## config.mk

```make
export PLATFORM = sky130hd
export DESIGN_NAME = program_counter_sequencer
export DESIGN_NICKNAME = d
export VERILOG_FILES = /design/src/logic/seq_pkg.sv /design/src/logic/phase_divider.sv /design/src/logic/program_counter_sequencer.sv /design/src/logic/startup_timer.sv
export SDC_FILE = /design/constraint.sdc
export NUM_CORES = 1
export LEC_CHECK = 0
export ABC_AREA = 0
export BUFFER_PORTS_ARGS = -buffer_cell sky130_fd_sc_hd__buf_2
export CAP_MARGIN = 20
export CORE_MARGIN = 1
export CORE_UTILIZATION = 40
export CTS_BUF_LIST = sky130_fd_sc_hd__clkbuf_16
export DETAILED_ROUTE_END_ITERATION = 7
export GPL_TIMING_DRIVEN = 0
export HOLD_SLACK_MARGIN = 0.08
export PLACE_DENSITY_LB_ADDON = 0.15
export SYNTH_ARGS = -nofsm -noshare
export SYNTH_HDL_FRONTEND = slang
export SYNTH_SLANG_ARGS = --single-unit
```

## constraint.sdc

```tcl
create_clock -name i_clk -period 2.4 [get_ports i_clk]
set_clock_uncertainty 0.1 [all_clocks]
set_input_delay 0.6 -clock i_clk [delete_from_list [all_inputs] [get_ports i_clk]]
set_output_delay 0.6 -clock i_clk [all_outputs]
set_load 0.05 [all_outputs]
```

## src/logic/seq_pkg.sv

```systemverilog
// Purpose: shared constants and types of the instruction sequencer
// Assumes: one 200 MHz clock that is itself the system clock
// Notes:   byte address of a documented register is four times its index
package seq_pkg;

  localparam int unsigned PC_WIDTH        = 11;
  localparam int unsigned WORD_WIDTH      = 15;
  localparam int unsigned PHASE_COUNT     = 4;
  localparam int unsigned AXI_ADDR_WIDTH  = 8;

  // start-up delay, in system clock periods, and its cycle count
  localparam int unsigned STARTUP_DELAY_PERIOD = 1024;
  localparam int unsigned CLOCKS_PER_TSYS      = 1;
  localparam int unsigned STARTUP_CYCLES       = STARTUP_DELAY_PERIOD * CLOCKS_PER_TSYS;

  // register indices and byte addresses
  localparam logic [7:0] LOW_BYTE_INDEX = 8'h06;
  localparam logic [7:0] LOW_BYTE_ADDR  = 8'h18;
  localparam logic [7:0] CTRL_ADDR   = 8'h00;
  localparam logic [7:0] STATUS_ADDR = 8'h04;
  localparam logic [7:0] PC_ADDR     = 8'h08;

  localparam int unsigned CTRL_HOLD_BIT       = 0;
  localparam int unsigned STATUS_STARTED_BIT  = 0;
  localparam int unsigned STATUS_PENDING_BIT  = 1;
  localparam int unsigned STATUS_DUMMY_BIT    = 2;

  localparam logic [10:0] RESET_VECTOR  = 11'h000;
  localparam logic [10:0] USB_VECTOR    = 11'h004;
  localparam logic [10:0] TIMER0_VECTOR = 11'h008;
  localparam logic [10:0] TIMER1_VECTOR = 11'h00c;

  localparam logic [1:0] RESP_OKAY   = 2'h0;
  localparam logic [1:0] RESP_SLVERR = 2'h2;

  typedef enum logic [3:0] {
    xfer_none,
    xfer_jump,
    xfer_call,
    xfer_ret,
    xfer_reti,
    xfer_skip,
    xfer_irq_usb,
    xfer_irq_t0,
    xfer_irq_t1
  } xfer_kind_e;

  typedef enum logic {
    st_startup,
    st_run
  } seq_state_e;

endpackage : seq_pkg

```

## src/logic/phase_divider.sv

```systemverilog
// Purpose: splits the system clock into four phases per instruction cycle
// Assumes: i_enable low freezes the phase
// Notes:   o_last marks the final phase of a cycle
`timescale 1ns/1ps
module phase_divider #(
  parameter int unsigned PHASES = 4
) (
  input  wire logic                      i_clk,
  input  wire logic                      i_sys_rst,
  input  wire logic                      i_enable,
  output logic [$clog2(PHASES)-1:0]      o_phase,
  output logic                           o_last
);
  import seq_pkg::*;

  localparam logic [$clog2(PHASES)-1:0] LAST = ($clog2(PHASES))'(PHASES - 1);

  logic [$clog2(PHASES)-1:0] phase_reg;
  logic [$clog2(PHASES)-1:0] phase_next;

  generate
    if (PHASES < 2 || (PHASES & (PHASES - 1)) != 0)
    begin : g_bad
      $error("phase count must be a power of two of at least two");
    end
  endgenerate

  assign phase_next = (phase_reg == LAST) ? '0 : phase_reg + 1'b1;
  assign o_phase    = phase_reg;
  assign o_last     = (phase_reg == LAST);

  always_ff @(posedge i_clk)
  begin
    if (i_sys_rst)
      phase_reg <= '0;
    else if (i_enable)
      phase_reg <= phase_next;
  end

  phase_wrap_a: assert property (@(posedge i_clk) disable iff (i_sys_rst)
    i_enable && o_last |=> phase_reg == '0)
    else $error("phase did not wrap after the last phase");

endmodule : phase_divider

```

## src/logic/program_counter_sequencer.sv

```systemverilog
// Purpose: program counter and fetch/execute sequencing of the core
// Assumes: i_pmem_data is valid by the last phase of the fetch cycle
// Notes:   AXI4-Lite slave holds control, status and the counter low byte
//
// Chosen here: the AXI4-Lite slave port.
`timescale 1ns/1ps
module program_counter_sequencer #(
  parameter int unsigned PC_W    = 11,
  parameter int unsigned WORD_W  = 15,
  parameter int unsigned STARTUP = 1024
) (
  input  wire logic                        i_clk,
  input  wire logic                        i_sys_rst,
  input  wire logic [7:0]                  i_s_axi_awaddr,
  input  wire logic [2:0]                  i_s_axi_awprot,
  input  wire logic                        i_s_axi_awvalid,
  output logic                             o_s_axi_awready,
  input  wire logic [31:0]                 i_s_axi_wdata,
  input  wire logic [3:0]                  i_s_axi_wstrb,
  input  wire logic                        i_s_axi_wvalid,
  output logic                             o_s_axi_wready,
  output logic [1:0]                       o_s_axi_bresp,
  output logic                             o_s_axi_bvalid,
  input  wire logic                        i_s_axi_bready,
  input  wire logic [7:0]                  i_s_axi_araddr,
  input  wire logic [2:0]                  i_s_axi_arprot,
  input  wire logic                        i_s_axi_arvalid,
  output logic                             o_s_axi_arready,
  output logic [31:0]                      o_s_axi_rdata,
  output logic [1:0]                       o_s_axi_rresp,
  output logic                             o_s_axi_rvalid,
  input  wire logic                        i_s_axi_rready,
  input  wire seq_pkg::xfer_kind_e         i_xfer_kind,
  input  wire logic [PC_W-1:0]             i_xfer_target,
  input  wire logic [WORD_W-1:0]           i_pmem_data,
  output logic [PC_W-1:0]                  o_pmem_addr,
  output logic                             o_pmem_rd,
  output logic [WORD_W-1:0]                o_exec_word,
  output logic                             o_exec_valid,
  output logic                             o_dummy_cycle,
  output logic [1:0]                       o_phase,
  output logic                             o_running
);
  import seq_pkg::*;

  generate
    if (PC_W != PC_WIDTH || WORD_W < 1)
    begin : g_bad
      $error("counter must be eleven bits and the word non-empty");
    end
  endgenerate

  seq_state_e       state_reg;
  logic [PC_W-1:0]  pc_reg;
  logic [PC_W-1:0]  pc_next;
  logic [WORD_W-1:0] exec_word_reg;
  logic             exec_valid_reg;
  logic             pmem_rd_reg;
  logic             hold_reg;
  logic             lowb_pend_reg;
  logic [7:0]       lowb_data_reg;
  logic             dummy_reg;
  logic             running_reg;
  logic             awready_reg;
  logic             bvalid_reg;
  logic [1:0]       bresp_reg;
  logic             arready_reg;
  logic             rvalid_reg;
  logic [1:0]       rresp_reg;
  logic [31:0]      rdata_reg;
  logic [7:0]       waddr_reg;
  logic [31:0]      wdata_reg;
  logic [3:0]       wstrb_reg;

  wire              started;
  wire [1:0]        phase;
  wire              phase_last;

  startup_timer #(
    .CYCLES (STARTUP)
  ) u_startup (
    .i_clk     (i_clk),
    .i_sys_rst (i_sys_rst),
    .o_done    (started)
  );

  wire divider_en = (state_reg == st_run) && !hold_reg;

  phase_divider #(
    .PHASES (PHASE_COUNT)
  ) u_phase (
    .i_clk     (i_clk),
    .i_sys_rst (i_sys_rst),
    .i_enable  (divider_en),
    .o_phase   (phase),
    .o_last    (phase_last)
  );

  // target address for a transfer, or the increment for none and skip
  function automatic logic [PC_W-1:0] target_of(
    input xfer_kind_e      kind,
    input logic [PC_W-1:0] tgt,
    input logic [PC_W-1:0] pc
  );
    case (kind)
      xfer_jump, xfer_call, xfer_ret, xfer_reti: target_of = tgt;
      xfer_irq_usb: target_of = USB_VECTOR;
      xfer_irq_t0:  target_of = TIMER0_VECTOR;
      xfer_irq_t1:  target_of = TIMER1_VECTOR;
      default:      target_of = pc + 1'b1;
    endcase
  endfunction : target_of

  // instruction transfers only act from a valid executing word
  function automatic logic kind_acts(input xfer_kind_e kind, input logic valid);
    case (kind)
      xfer_none:                                kind_acts = 1'b0;
      xfer_irq_usb, xfer_irq_t0, xfer_irq_t1:   kind_acts = 1'b1;
      default:                                  kind_acts = valid;
    endcase
  endfunction : kind_acts

  wire        boundary   = divider_en && phase_last;
  wire        start_now  = (state_reg == st_startup) && started;
  wire        xfer_act   = boundary && kind_acts(i_xfer_kind, exec_valid_reg);
  wire        lowb_apply = boundary && !xfer_act && lowb_pend_reg;
  wire        flush      = xfer_act || lowb_apply;
  wire [PC_W-1:0] lowb_target = {pc_reg[PC_W-1:8], lowb_data_reg};

  always_comb
  begin
    pc_next = pc_reg;
    if (xfer_act)
      pc_next = target_of(i_xfer_kind, i_xfer_target, pc_reg);
    else if (lowb_apply)
      pc_next = lowb_target;
    else if (boundary)
      pc_next = pc_reg + 1'b1;
  end

  always_ff @(posedge i_clk)
  begin
    if (i_sys_rst)
    begin
      state_reg      <= st_startup;
      pc_reg         <= RESET_VECTOR;
      exec_word_reg  <= '0;
      exec_valid_reg <= 1'b0;
      pmem_rd_reg    <= 1'b0;
      dummy_reg      <= 1'b1;
      running_reg    <= 1'b0;
    end
    else
    begin
      case (state_reg)
        st_startup: if (started) state_reg <= st_run;
        st_run:     state_reg <= st_run;
        default:    state_reg <= st_startup;
      endcase
      pc_reg      <= pc_next;
      pmem_rd_reg <= boundary || start_now;
      if (start_now)
        running_reg <= 1'b1;
      if (boundary)
      begin
        exec_word_reg  <= i_pmem_data;
        exec_valid_reg <= !flush;
        dummy_reg      <= flush;
      end
    end
  end

  // AXI4-Lite: write taken when address and data are both offered
  wire aw_take = i_s_axi_awvalid && i_s_axi_wvalid && !awready_reg && !bvalid_reg;
  wire w_done  = awready_reg;
  wire w_lowb  = w_done && waddr_reg == LOW_BYTE_ADDR;
  wire w_ctrl  = w_done && waddr_reg == CTRL_ADDR;
  wire w_ok    = w_lowb || w_ctrl;
  wire ar_take = i_s_axi_arvalid && !arready_reg && !rvalid_reg;

  wire [31:0] status_word = {29'h0, !exec_valid_reg && state_reg == st_run,
                             lowb_pend_reg, state_reg == st_run};
  wire        r_known = i_s_axi_araddr == LOW_BYTE_ADDR || i_s_axi_araddr == CTRL_ADDR
                     || i_s_axi_araddr == STATUS_ADDR || i_s_axi_araddr == PC_ADDR;
  wire [31:0] r_word  = (i_s_axi_araddr == LOW_BYTE_ADDR) ? {24'h0, pc_reg[7:0]} :
                        (i_s_axi_araddr == CTRL_ADDR)   ? {31'h0, hold_reg} :
                        (i_s_axi_araddr == STATUS_ADDR) ? status_word :
                        (i_s_axi_araddr == PC_ADDR)     ? {21'h0, pc_reg} : 32'h0;

  always_ff @(posedge i_clk)
  begin
    if (i_sys_rst)
    begin
      awready_reg  <= 1'b0;
      bvalid_reg   <= 1'b0;
      bresp_reg    <= RESP_OKAY;
      arready_reg  <= 1'b0;
      rvalid_reg   <= 1'b0;
      rresp_reg    <= RESP_OKAY;
      rdata_reg    <= 32'h0;
      waddr_reg    <= 8'h0;
      wdata_reg    <= 32'h0;
      wstrb_reg    <= 4'h0;
      hold_reg     <= 1'b0;
      lowb_pend_reg <= 1'b0;
      lowb_data_reg <= 8'h0;
    end
    else
    begin
      awready_reg <= aw_take;
      if (aw_take)
      begin
        waddr_reg <= {i_s_axi_awaddr[7:2], 2'b00};
        wdata_reg <= i_s_axi_wdata;
        wstrb_reg <= i_s_axi_wstrb;
      end
      if (w_done)
      begin
        bvalid_reg <= 1'b1;
        bresp_reg  <= w_ok ? RESP_OKAY : RESP_SLVERR;
      end
      else if (i_s_axi_bready)
        bvalid_reg <= 1'b0;
      if (w_ctrl && wstrb_reg[0])
        hold_reg <= wdata_reg[CTRL_HOLD_BIT];
      // a new write in the applying cycle keeps the jump pending
      if (w_lowb && wstrb_reg[0])
      begin
        lowb_pend_reg <= 1'b1;
        lowb_data_reg <= wdata_reg[7:0];
      end
      else if (lowb_apply)
        lowb_pend_reg <= 1'b0;
      arready_reg <= ar_take;
      if (ar_take)
      begin
        rvalid_reg <= 1'b1;
        rdata_reg  <= r_word;
        rresp_reg  <= r_known ? RESP_OKAY : RESP_SLVERR;
      end
      else if (i_s_axi_rready)
        rvalid_reg <= 1'b0;
    end
  end

  assign o_s_axi_awready = awready_reg;
  assign o_s_axi_wready  = awready_reg;
  assign o_s_axi_bvalid  = bvalid_reg;
  assign o_s_axi_bresp   = bresp_reg;
  assign o_s_axi_arready = arready_reg;
  assign o_s_axi_rvalid  = rvalid_reg;
  assign o_s_axi_rresp   = rresp_reg;
  assign o_s_axi_rdata   = rdata_reg;
  assign o_pmem_addr     = pc_reg;
  assign o_pmem_rd       = pmem_rd_reg;
  assign o_exec_word     = exec_word_reg;
  assign o_exec_valid    = exec_valid_reg;
  assign o_dummy_cycle   = dummy_reg;
  assign o_phase         = phase;
  assign o_running       = running_reg;

  cycle_len_a: assert property (@(posedge i_clk) disable iff (i_sys_rst)
    boundary ##1 !hold_reg[*4] |-> boundary && !$past(boundary, 1) && !$past(boundary, 2)
      && !$past(boundary, 3))
    else $error("instruction cycle is not four clocks");

  pc_incr_a: assert property (@(posedge i_clk) disable iff (i_sys_rst)
    boundary && !flush |=> pc_reg == $past(pc_reg) + 1'b1)
    else $error("counter did not advance by one");

  overlap_a: assert property (@(posedge i_clk) disable iff (i_sys_rst)
    boundary && !flush |=> exec_valid_reg && exec_word_reg == $past(i_pmem_data))
    else $error("fetched word not passed to execute");

  xfer_dummy_a: assert property (@(posedge i_clk) disable iff (i_sys_rst)
    xfer_act && i_xfer_kind inside {xfer_jump, xfer_call, xfer_ret, xfer_reti}
      |=> !exec_valid_reg && pc_reg == $past(i_xfer_target))
    else $error("transfer without dummy cycle or wrong target");

  skip_a: assert property (@(posedge i_clk) disable iff (i_sys_rst)
    xfer_act && i_xfer_kind == xfer_skip |=> !exec_valid_reg && pc_reg == $past(pc_reg) + 1'b1)
    else $error("taken skip did not discard the prefetched word");

  lowb_jump_a: assert property (@(posedge i_clk) disable iff (i_sys_rst)
    lowb_apply |=> pc_reg[10:8] == $past(pc_reg[10:8]) && pc_reg[7:0] == $past(lowb_data_reg)
      && !exec_valid_reg)
    else $error("low byte jump left the page or kept the prefetch");

  vector_a: assert property (@(posedge i_clk) disable iff (i_sys_rst)
    xfer_act && i_xfer_kind == xfer_irq_t1 |=> pc_reg == TIMER1_VECTOR && !exec_valid_reg)
    else $error("timer 1 vector wrong");

  usb_vector_a: assert property (@(posedge i_clk) disable iff (i_sys_rst)
    xfer_act && i_xfer_kind == xfer_irq_usb |=> pc_reg == USB_VECTOR && !exec_valid_reg)
    else $error("usb vector wrong");

  t0_vector_a: assert property (@(posedge i_clk) disable iff (i_sys_rst)
    xfer_act && i_xfer_kind == xfer_irq_t0 |=> pc_reg == TIMER0_VECTOR && !exec_valid_reg)
    else $error("timer 0 vector wrong");

  reset_pc_a: assert property (@(posedge i_clk)
    i_sys_rst |=> pc_reg == RESET_VECTOR && !exec_valid_reg)
    else $error("reset did not clear the counter");

  startup_hold_a: assert property (@(posedge i_clk) disable iff (i_sys_rst)
    !started |=> state_reg == st_startup && !exec_valid_reg && pc_reg == RESET_VECTOR)
    else $error("execution began before the start-up delay");

  lowb_read_a: assert property (@(posedge i_clk) disable iff (i_sys_rst)
    ar_take && i_s_axi_araddr == LOW_BYTE_ADDR |=> rdata_reg == {24'h0, $past(pc_reg[7:0])})
    else $error("low byte read wrong");

endmodule : program_counter_sequencer

```

## src/logic/startup_timer.sv

```systemverilog
// Purpose: holds off execution for the start-up delay after reset
// Assumes: counts every system clock after reset release
// Notes:   o_done stays high until the next reset
`timescale 1ns/1ps
module startup_timer #(
  parameter int unsigned CYCLES = 1024
) (
  input  wire logic i_clk,
  input  wire logic i_sys_rst,
  output logic      o_done
);
  import seq_pkg::*;

  localparam int unsigned CW = $clog2(CYCLES + 1);
  localparam logic [CW-1:0] LAST = CW'(CYCLES - 1);

  logic [CW-1:0] cnt_reg;
  logic          done_reg;

  generate
    if (CYCLES < 1)
    begin : g_bad
      $error("start-up count must be at least one");
    end
  endgenerate

  assign o_done = done_reg;

  always_ff @(posedge i_clk)
  begin
    if (i_sys_rst)
    begin
      cnt_reg  <= '0;
      done_reg <= 1'b0;
    end
    else if (!done_reg)
    begin
      cnt_reg  <= cnt_reg + 1'b1;
      done_reg <= (cnt_reg == LAST);
    end
  end

  startup_len_a: assert property (@(posedge i_clk) disable iff (i_sys_rst)
    $rose(done_reg) |-> $past(cnt_reg) == LAST && cnt_reg == CW'(CYCLES))
    else $error("start-up delay ended at the wrong count");

endmodule : startup_timer

```

## Word level (Yosys, flattened, before mapping)

Cells that the tools add are included.

- Reduce and logical (&&, ||, !) cells: 41
- Add/sub/neg operators: 3
- Eq/ne operators: 14
- Bitwise operators: 1
- Mux-type cells: 21

Operators by type and width:

| cell | number |
|---|---|
| 11-bit 2-to-1 mux | 7 |
| 11-bit case mux with 4 select lines | 1 |
| 11-bit by 1-bit adder with 11-bit output, second input constant | 2 |
| 1-bit logical AND | 16 |
| 8-bit logical NOT | 2 |
| 4-bit by 3-bit equality test with 1-bit output, second input constant | 3 |
| 11-bit by 10-bit equality test with 1-bit output, second input constant | 1 |
| 4-bit by 2-bit equality test with 1-bit output, second input constant | 2 |
| 8-bit by 3-bit equality test with 1-bit output, second input constant | 1 |
| 8-bit by 4-bit equality test with 1-bit output, second input constant | 1 |
| 8-bit by 5-bit equality test with 1-bit output, second input constant | 1 |
| 1-bit logical NOT | 8 |
| 1-bit 2-to-1 mux | 8 |
| 2-bit nonzero test | 4 |
| 6-bit by 3-bit equality test with 1-bit output, second input constant | 1 |
| 1-bit logical OR | 6 |
| 2-bit 2-to-1 mux | 3 |
| 4-bit by 1-bit equality test with 1-bit output, second input constant | 1 |
| 4-bit equality test, second input constant | 1 |
| 4-bit logical NOT | 1 |
| 1-bit case mux with 2 select lines | 2 |
| 4-bit OR reduction | 1 |
| 3-bit nonzero test | 1 |
| 3-bit OR reduction | 1 |
| 5 further kinds | 5 |

- Register bits: 110
- Bits of input ports: 95
- Word-level logic and storage cells: 104
- Output and inout bits: 73

## Depth between registers and ports, before layout

Gate-level depths: netlist of run 1.

- Word-level depth: 9
- Mapped depth: 7
- Gate-level depth less buffers: 6

## Modules after synthesis

Synthesis of run 1 repeated with hierarchy kept, for this count alone.

- Cells, all modules: 537
- Area total of the unflattened synthesis: 4357.9 µm²

By module, submodules not included:

| module | instances | area an instance (µm²) | cells each | seq. area each (µm²) |
|---|---|---|---|---|
| program_counter_sequencer | 1 | 3727.3 | 472 | 1461.4 |
| startup_timer | 1 | 544.3 | 57 | 240.2 |
| phase_divider | 1 | 86.3 | 8 | 40.0 |

## Worst setup path after synthesis of run 1

OpenSTA, ideal clock, no wires.

- Path kind: flip-flop to flip-flop
- Start: register pc_reg[0] (netlist: o_pmem_addr[0])
- End: register pc_reg[6] (netlist: o_pmem_addr[6])
- Setup time: 92 ps
- Required time: 2208 ps
- Period minus slack after synthesis: 2126 ps
- Data arrival time: 1934 ps
- Buffers on the path: 0
- Stages on the path, launching flop included: 7
- Path slack: 274 ps
- Path through: dfxtp_1 -> ha_1 -> and4_1 -> nor4b_1 -> a221oi_1 -> and3_1 -> nor4_1

- Longest elaborated chain between the ends: 4

RTL lines:

| element | line | RTL |
|---|---|---|
| start: declaration | program_counter_sequencer.sv:54 | `logic [PC_W-1:0] pc_reg;` |
| start signal: assignment | program_counter_sequencer.sv:160 | `pc_reg <= pc_next;` |
| 11-bit by 1-bit adder with 11-bit output (*) | program_counter_sequencer.sv:110, program_counter_sequencer.sv:138 |  |
| 11-bit 2-to-1 mux | program_counter_sequencer.sv:137 | `else if (boundary)` |
| 11-bit 2-to-1 mux | program_counter_sequencer.sv:135 | `else if (lowb_apply)` |
| 11-bit 2-to-1 mux (*) | program_counter_sequencer.sv:133 | `if (xfer_act)` |

Mark *: on every way between the ends. The rest lies on a longest branch, timed or not. The select of a mux whose other input is x is not followed.
A chain may end at the register's enable or synchronous reset.

## Final worst setup path of run 1

Same ends and word-level chain as after synthesis.

==> results.yml, run 1 <==
critical_path:
  cp_num_cells: 6
  arrival_ps: 2270
  worstPathCellList: "ha_1, and4_1, nor4b_1, a221oi_1, and3_1, nor4_1"
  path_buf_inv: 0
  cp_slowest_cell: "dfxtp_1"
  cp-end-kind: "flip-flop"
  crit_type: "reg2reg"
  r2r_start: "o_pmem_addr[0]$_SDFFE_PP0P_"
  required_ps: 2550
  startpoint_type: "flip-flop"
  reg2reg_slack_ps: 280
  cp_top_family: "simple AND/OR/NAND/NOR gates"
  critPathMaxStageDelay_ps: 480
  r2r-end: "o_pmem_addr[6]$_SDFFE_PP0P_"
  r2r_cells: 6
  crit_path_max_fanout: 6
synthesis:
  synth-async-reset-ratio_pct: 0
  netlist_instances: 521
  synth-compound-area-share_pct: 18.9
  yosysWarnings: 0
  synthAdderAreaFrac_pct: 0.888
  ys_ff_latch: 87
  synth_top_family_by_area: "simple AND/OR/NAND/NOR gates"
  synth.avg_cell_area_um2: 8.11
  netlist_area_mm2: 0.00423
  synthXorXnorAreaFrac_pct: 3.52
  synth_cell_types: 62
  synthMuxAreaShare_pct: 3.58
  synthTopCellsByArea: "dfxtp_1 (41%), nand2_1 (6.8%), a21oi_1 (6.3%), nor2_1 (4.5%), buf_4 (4.3%)"
  synth_edf_count: 0
  synth_simple_gate_area_share_pct: 22.8
  netlist.area_leader.share_pct: 41.2
  synth_top_area_cell: "dfxtp_1"
  ys_seq_area_share_pct: 41.2
  synth_ff_type: "dfxtp_1"
global_routing:
  grt_max_degree: 16
  grt_overflow_total: 0
  grt_pass1_vias: 3711
  grt_pass1_wl_mm: 18.3
  track_usage_pct: 21.0
  antenna_found_initial: 0
route:
  routed-via-count: 4065
  wl_mm: 11.2
  drtIter0Drc: 181
  via_per_inst: 5.07
  drtPass1Iterations: 4
  antenna_left: 0
  drc: 0
  routedWlPerCell_um: 13.9
floorplanning:
  die_area_mm2: 0.0110
  die_h_um: 105
  dieWidth_um: 105
  io_pins: 168
  start_util_pct: 41.1
  rows: 37
  coreArea_mm2: 0.0103
finish:
  drive_gt1_share_pct: 25.2
  n_antenna_cell: 0
  final_cell_mix: "buf_2 (117), dfxtp_1 (87), nand2_1 (77), a21oi_1 (53), nor2_1 (51)"
  area_delta_synth_final_pct: 25.2
  largest_register_ffs: 15
  final_common_cell: "buf_2"
  layout.nets: 760
clock_network:
  h-tree-depth: 3
  path_clk_slew_ps: 70
  clk_latency_ps: 340
  cts_made_buffers: 9
  postCtsHoldBufs: 0
  clock_sinks: 87
  cts_root_buffer: "clkbuf_16"
  cts_buffer_depth: 2
  post_cts.repair.setup_buffers: 0
  cts_tree: "yes"
  cts_resized: 0
worst_hold_path:
  hold_depth: 2
  worstHoldEndpoint: "o_exec_word[7]$_SDFFE_PP0P_"
  hp-class: "reg2reg"
  hp-start: "o_exec_word[7]$_SDFFE_PP0P_"
power_and_ir_drop:
  power_frac_seq_pct: 47.3
  p_comb_share_pct: 11.7
  switchingPower_uw: 848
  switching_share_pct: 27.0
  p_per_area_mw_per_mm2: 593
  power.internal_uw: 2290
  clkPwrFrac_pct: 41.0
  leakage_uw: 0.00231
  vdd_drop_max_mv: 0.262
placed_design:
  io_buffers: 108
  dpl_worst_slack_ps: 115
  gp_congestion: 0.852
  dpl.hpwl_mm: 8.43
timing:
  fin_setup_tns_ps: 0
  setup_slack_ps: 278
  rsz0062_at_grt: "false"
  setup_viol: 0
  worstMarginPinSlew_ps: 656
  relSlewSlack_pct: 55.7
  finalCriticalPeriod_ps: 2120
  period_share_pct: 88.4
  final-hold-violation-count: 0
  drv_slew: 0
  fmax_mhz: 471
flow_run:
  cap_viol_max_count: 0
status:
  status: "completed"
worst max path at each step:
stage / start / endpoint / slack [ps]
global route: o_pmem_addr[0]$_SDFFE_PP0P_ / o_pmem_addr[6]$_SDFFE_PP0P_ / 190
CTS: o_pmem_addr[0]$_SDFFE_PP0P_ / o_pmem_addr[6]$_SDFFE_PP0P_ / 300
detailed placement: i_xfer_kind[1] / o_pmem_addr[2]$_SDFFE_PP0P_ / 120
global placement: i_xfer_kind[1] / o_pmem_addr[2]$_SDFFE_PP0P_ / 120
finish: o_pmem_addr[0]$_SDFFE_PP0P_ / o_pmem_addr[6]$_SDFFE_PP0P_ / 280
floorplan: o_pmem_addr[0]$_SDFFE_PP0P_ / o_pmem_addr[6]$_SDFFE_PP0P_ / 270
cells by family after synthesis:
family	Yosys count
AOI/OAI and AO/OA	125
xor gates and xnor gates	17
adders and majority gates	3
buffers and inverters	70
DFF	87
muxes	15
other	1
and+or+nand+nor	203
worst reg2reg max path, cell delays in order, from the launching register on:
cell and delay (ps):
dfxtp_1 480, ha_1 340, and4_1 320, nor4b_1 260, a221oi_1 80, and3_1 200, nor4_1 250
synthesized netlist by cell type (all sizes together), types with 2 or more instances:
library cell,n
a211oi,2
nand2,78
nor3,8
a22oi,10
clkbuf,25
nor3b,2
nand2b,5
nor2,52
a32o,4
nor4,5
a21oi,53
or3,5
a32oi,3
dfxtp,87
buf,36
nor4b,2
and2,3
mux2i,14
xor2,7
o31a,2
nand4,8
ha,3
xnor2,10
a21boi,2
a311oi,2
o21a,5
and3,4
inv,9
and4,2
o21ai,21
a31oi,2
o31ai,3
a221oi,5
nand3,14
o41ai,4
nor2b,9
metrics by stage:
stage	util (%)	hold slack, ps	std cells	power, µW	area (µm²)
floorplan	-	331	543	1770	4310
global placement	48.8	337	787	1870	5020
detailed placement	48.8	344	787	1880	5020
CTS	51.5	355	802	3160	5290
global route	51.5	380	802	3260	5290
finish	51.5	353	802	3140	5290
cell type report:
class / count / area, µm²
Buffer: 61 / 345
Clock buffer: 9 / 225
Clock inverter: 6 / 45.0
Fill cell: 1057 / 4990
Inverter: 9 / 33.8
Multi-Input combinational cell: 386 / 2190
Sequential cell: 87 / 1740
Tap cell: 136 / 170
Timing Repair Buffer: 108 / 541
power by group through the flow:
stage	Clock (µW)	Combinational (µW)	Sequential (µW)
global placement	0	360	1510
floorplan	0	239	1530
finish	1290	367	1480
detailed placement	0	364	1520
CTS	1310	365	1480
global route	1370	400	1480
layer usage:
| layer | vias up | part of all wire, % | track usage [%] |
|---|---|---|---|
| met1 | 1858 | 44 | 27.0 |
| met2 | 142 | 47 | 34.6 |
| met5 | - | 0 | 0 |
| li1 | 2049 | - | - |
| met3 | 16 | 7.5 | 4.43 |
| met4 | 0 | 1.8 | 7.85 |
Note: power is estimated with default switching activity, not from simulation.
==> run 2: changes to the inputs <==
Settings changed: CORE_UTILIZATION 40 to 49, GPL_TIMING_DRIVEN 0 to default, REMOVE_ABC_BUFFERS from default to 1.
==> run 2 against run 1 <==
  * Count of clock-buffer cells in the layout did not move
  * Flip-flop and latch count did not move
  * Hold slack worse by 3.4 ps
  * Clock power increased by 8%
  * Maximum frequency is 8.8% higher
  * Wire length fell by 8.0%
  * Register-to-register slack better by 170 ps
  * Core utilization increased by 9.6 points
  * Global-route usage is 2.0 points higher
  * Highest routed layer unchanged
  * Combinational power fell by 11%
  * Die area decreased by 18%
  * Non-clock buffer count down 42
==> results.yml, run 2 (synthesis gave the netlist of run 1 again) <==
status:
  status: "completed"
worst_hold_path:
  hp-class: "reg2reg"
  worstHoldEndpoint: "o_running$_SDFFE_PP0P_"
  hold_depth: 2
  hp-start: "o_running$_SDFFE_PP0P_"
route:
  routed-via-count: 3978
  wl_mm: 10.3
  routedWlPerCell_um: 14.1
  via_per_inst: 5.45
  drc: 0
  drtPass1Iterations: 5
  antenna_left: 0
  drtIter0Drc: 289
placed_design:
  placed_area_mm2: 0.00478
  dpl.hpwl_mm: 7.37
  gp_congestion: 0.903
  place_inst: 714
  io_buffers: 109
floorplanning:
  coreArea_mm2: 0.00830
  io_pins: 168
  die_h_um: 94.9
  dieWidth_um: 94.9
  rows: 33
  start_util_pct: 50.9
  die_area_mm2: 0.00900
global_routing:
  grt_pass1_wl_mm: 16.3
  grt_pass1_vias: 3556
  grt_max_degree: 51
  grt_overflow_total: 0
  track_usage_pct: 23.0
  antenna_found_initial: 0
clock_network:
  path_clk_slew_ps: 70
  clk_latency_ps: 330
  cts_tree: "yes"
  cts_root_buffer: "clkbuf_16"
  post_cts.repair.setup_buffers: 0
  postCtsHoldBufs: 0
  clock_sinks: 87
  cts_resized: 0
  cts_buffer_depth: 2
  cts_made_buffers: 9
  h-tree-depth: 3
finish:
  final_common_cell: "buf_2"
  fin_cells: 730
  fin_area_mm2: 0.00507
  drive_gt1_share_pct: 24.2
  final_util_pct: 61.1
  layout.nets: 718
  area_delta_synth_final_pct: 20.0
  final_cell_mix: "buf_2 (109), dfxtp_1 (87), nand2_1 (77), a21oi_1 (53), nor2_1 (51)"
  n_antenna_cell: 0
  largest_register_ffs: 15
power_and_ir_drop:
  vdd_drop_max_mv: 0.387
  leakage_uw: 0.00219
  p_per_area_mw_per_mm2: 630
critical_path:
  crit_path_max_fanout: 18
  r2r_cells: 6
  cp-end-kind: "flip-flop"
  startpoint_type: "input port"
  arrival_ps: 2070
  crit_type: "in2reg"
  required_ps: 2520
  r2r_start: "o_pmem_addr[0]$_SDFFE_PP0P_"
  r2r-end: "o_pmem_addr[6]$_SDFFE_PP0P_"
  reg2reg_slack_ps: 450
timing:
  fin_setup_tns_ps: 0
  final-hold-violation-count: 0
  period_share_pct: 81.3
  drv_slew: 0
  rsz0062_at_grt: "false"
  finalCriticalPeriod_ps: 1950
  setup_viol: 0
  fmax_mhz: 513
  worstMarginPinSlew_ps: 590
  relSlewSlack_pct: 60.5
flow_run:
  cap_viol_max_count: 0
-- run 2: cell types whose count changed in the layout (fill, tap and decap cells not counted), moves of 2 or more --
cell      delta
buf_2        -8
buf_6        -2
buf_4        -6
clkinv_1     +2
clkbuf_1    -25
-- run 2: report_power, final --
group          total, µW  switching [µW]  internal (µW)
logic                326             231           94.5
clock network       1390             580            807
registers           1480            15.1           1470
-- run 2: per-layer routing --
metal	up-vias	global-route usage, %	wire length [µm]
li1	1970	-	-
met1	1845	28.7	4460
met2	141	38.2	4960
met3	22	4.51	624
met4	0	10.4	226
met5	-	0	0
-- run 2: worst max path at each step --
stage,cells past startpoint,endpoint,slack (ps),start
finish,6,o_pmem_addr[2]$_SDFFE_PP0P_,450,i_xfer_kind[2]
global route,6,o_pmem_addr[6]$_SDFFE_PP0P_,280,o_pmem_addr[0]$_SDFFE_PP0P_
CTS,1,o_exec_valid,440,o_exec_valid$_SDFFE_PP0P_
detailed placement,6,o_pmem_addr[2]$_SDFFE_PP0P_,130,i_xfer_kind[2]
global placement,6,o_pmem_addr[2]$_SDFFE_PP0P_,160,i_xfer_kind[2]
floorplan,5,lowb_data_reg[0]$_SDFFE_PP0P_,20,o_s_axi_awready$_SDFF_PP0_
-- run 2: per-stage QoR --
step / setup WS [ps] / power [µW] / hold WS (ps)
CTS: 443 / 3220 / 353
floorplan: 19.0 / 1710 / 325
global placement: 159 / 1830 / 334
detailed placement: 134 / 1840 / 344
finish: 450 / 3190 / 350
global route: 281 / 3310 / 374
-- run 2: layout make-up --
| cell class | instances | area, µm² |
|---|---|---|
| Sequential cell | 87 | 1740 |
| Multi-Input combinational cell | 386 | 2190 |
| Clock inverter | 7 | 70.1 |
| Fill cell | 786 | 3230 |
| Timing Repair Buffer | 127 | 681 |
| Tap cell | 105 | 131 |
| Inverter | 9 | 33.8 |
| Clock buffer | 9 | 225 |
-- run 2: critical path, cell delays in order --
cell and delay (ps):
buf_2 200, or4b_4 540, nand2_4 130, or2_4 210, nand4_1 150, a32o_1 240
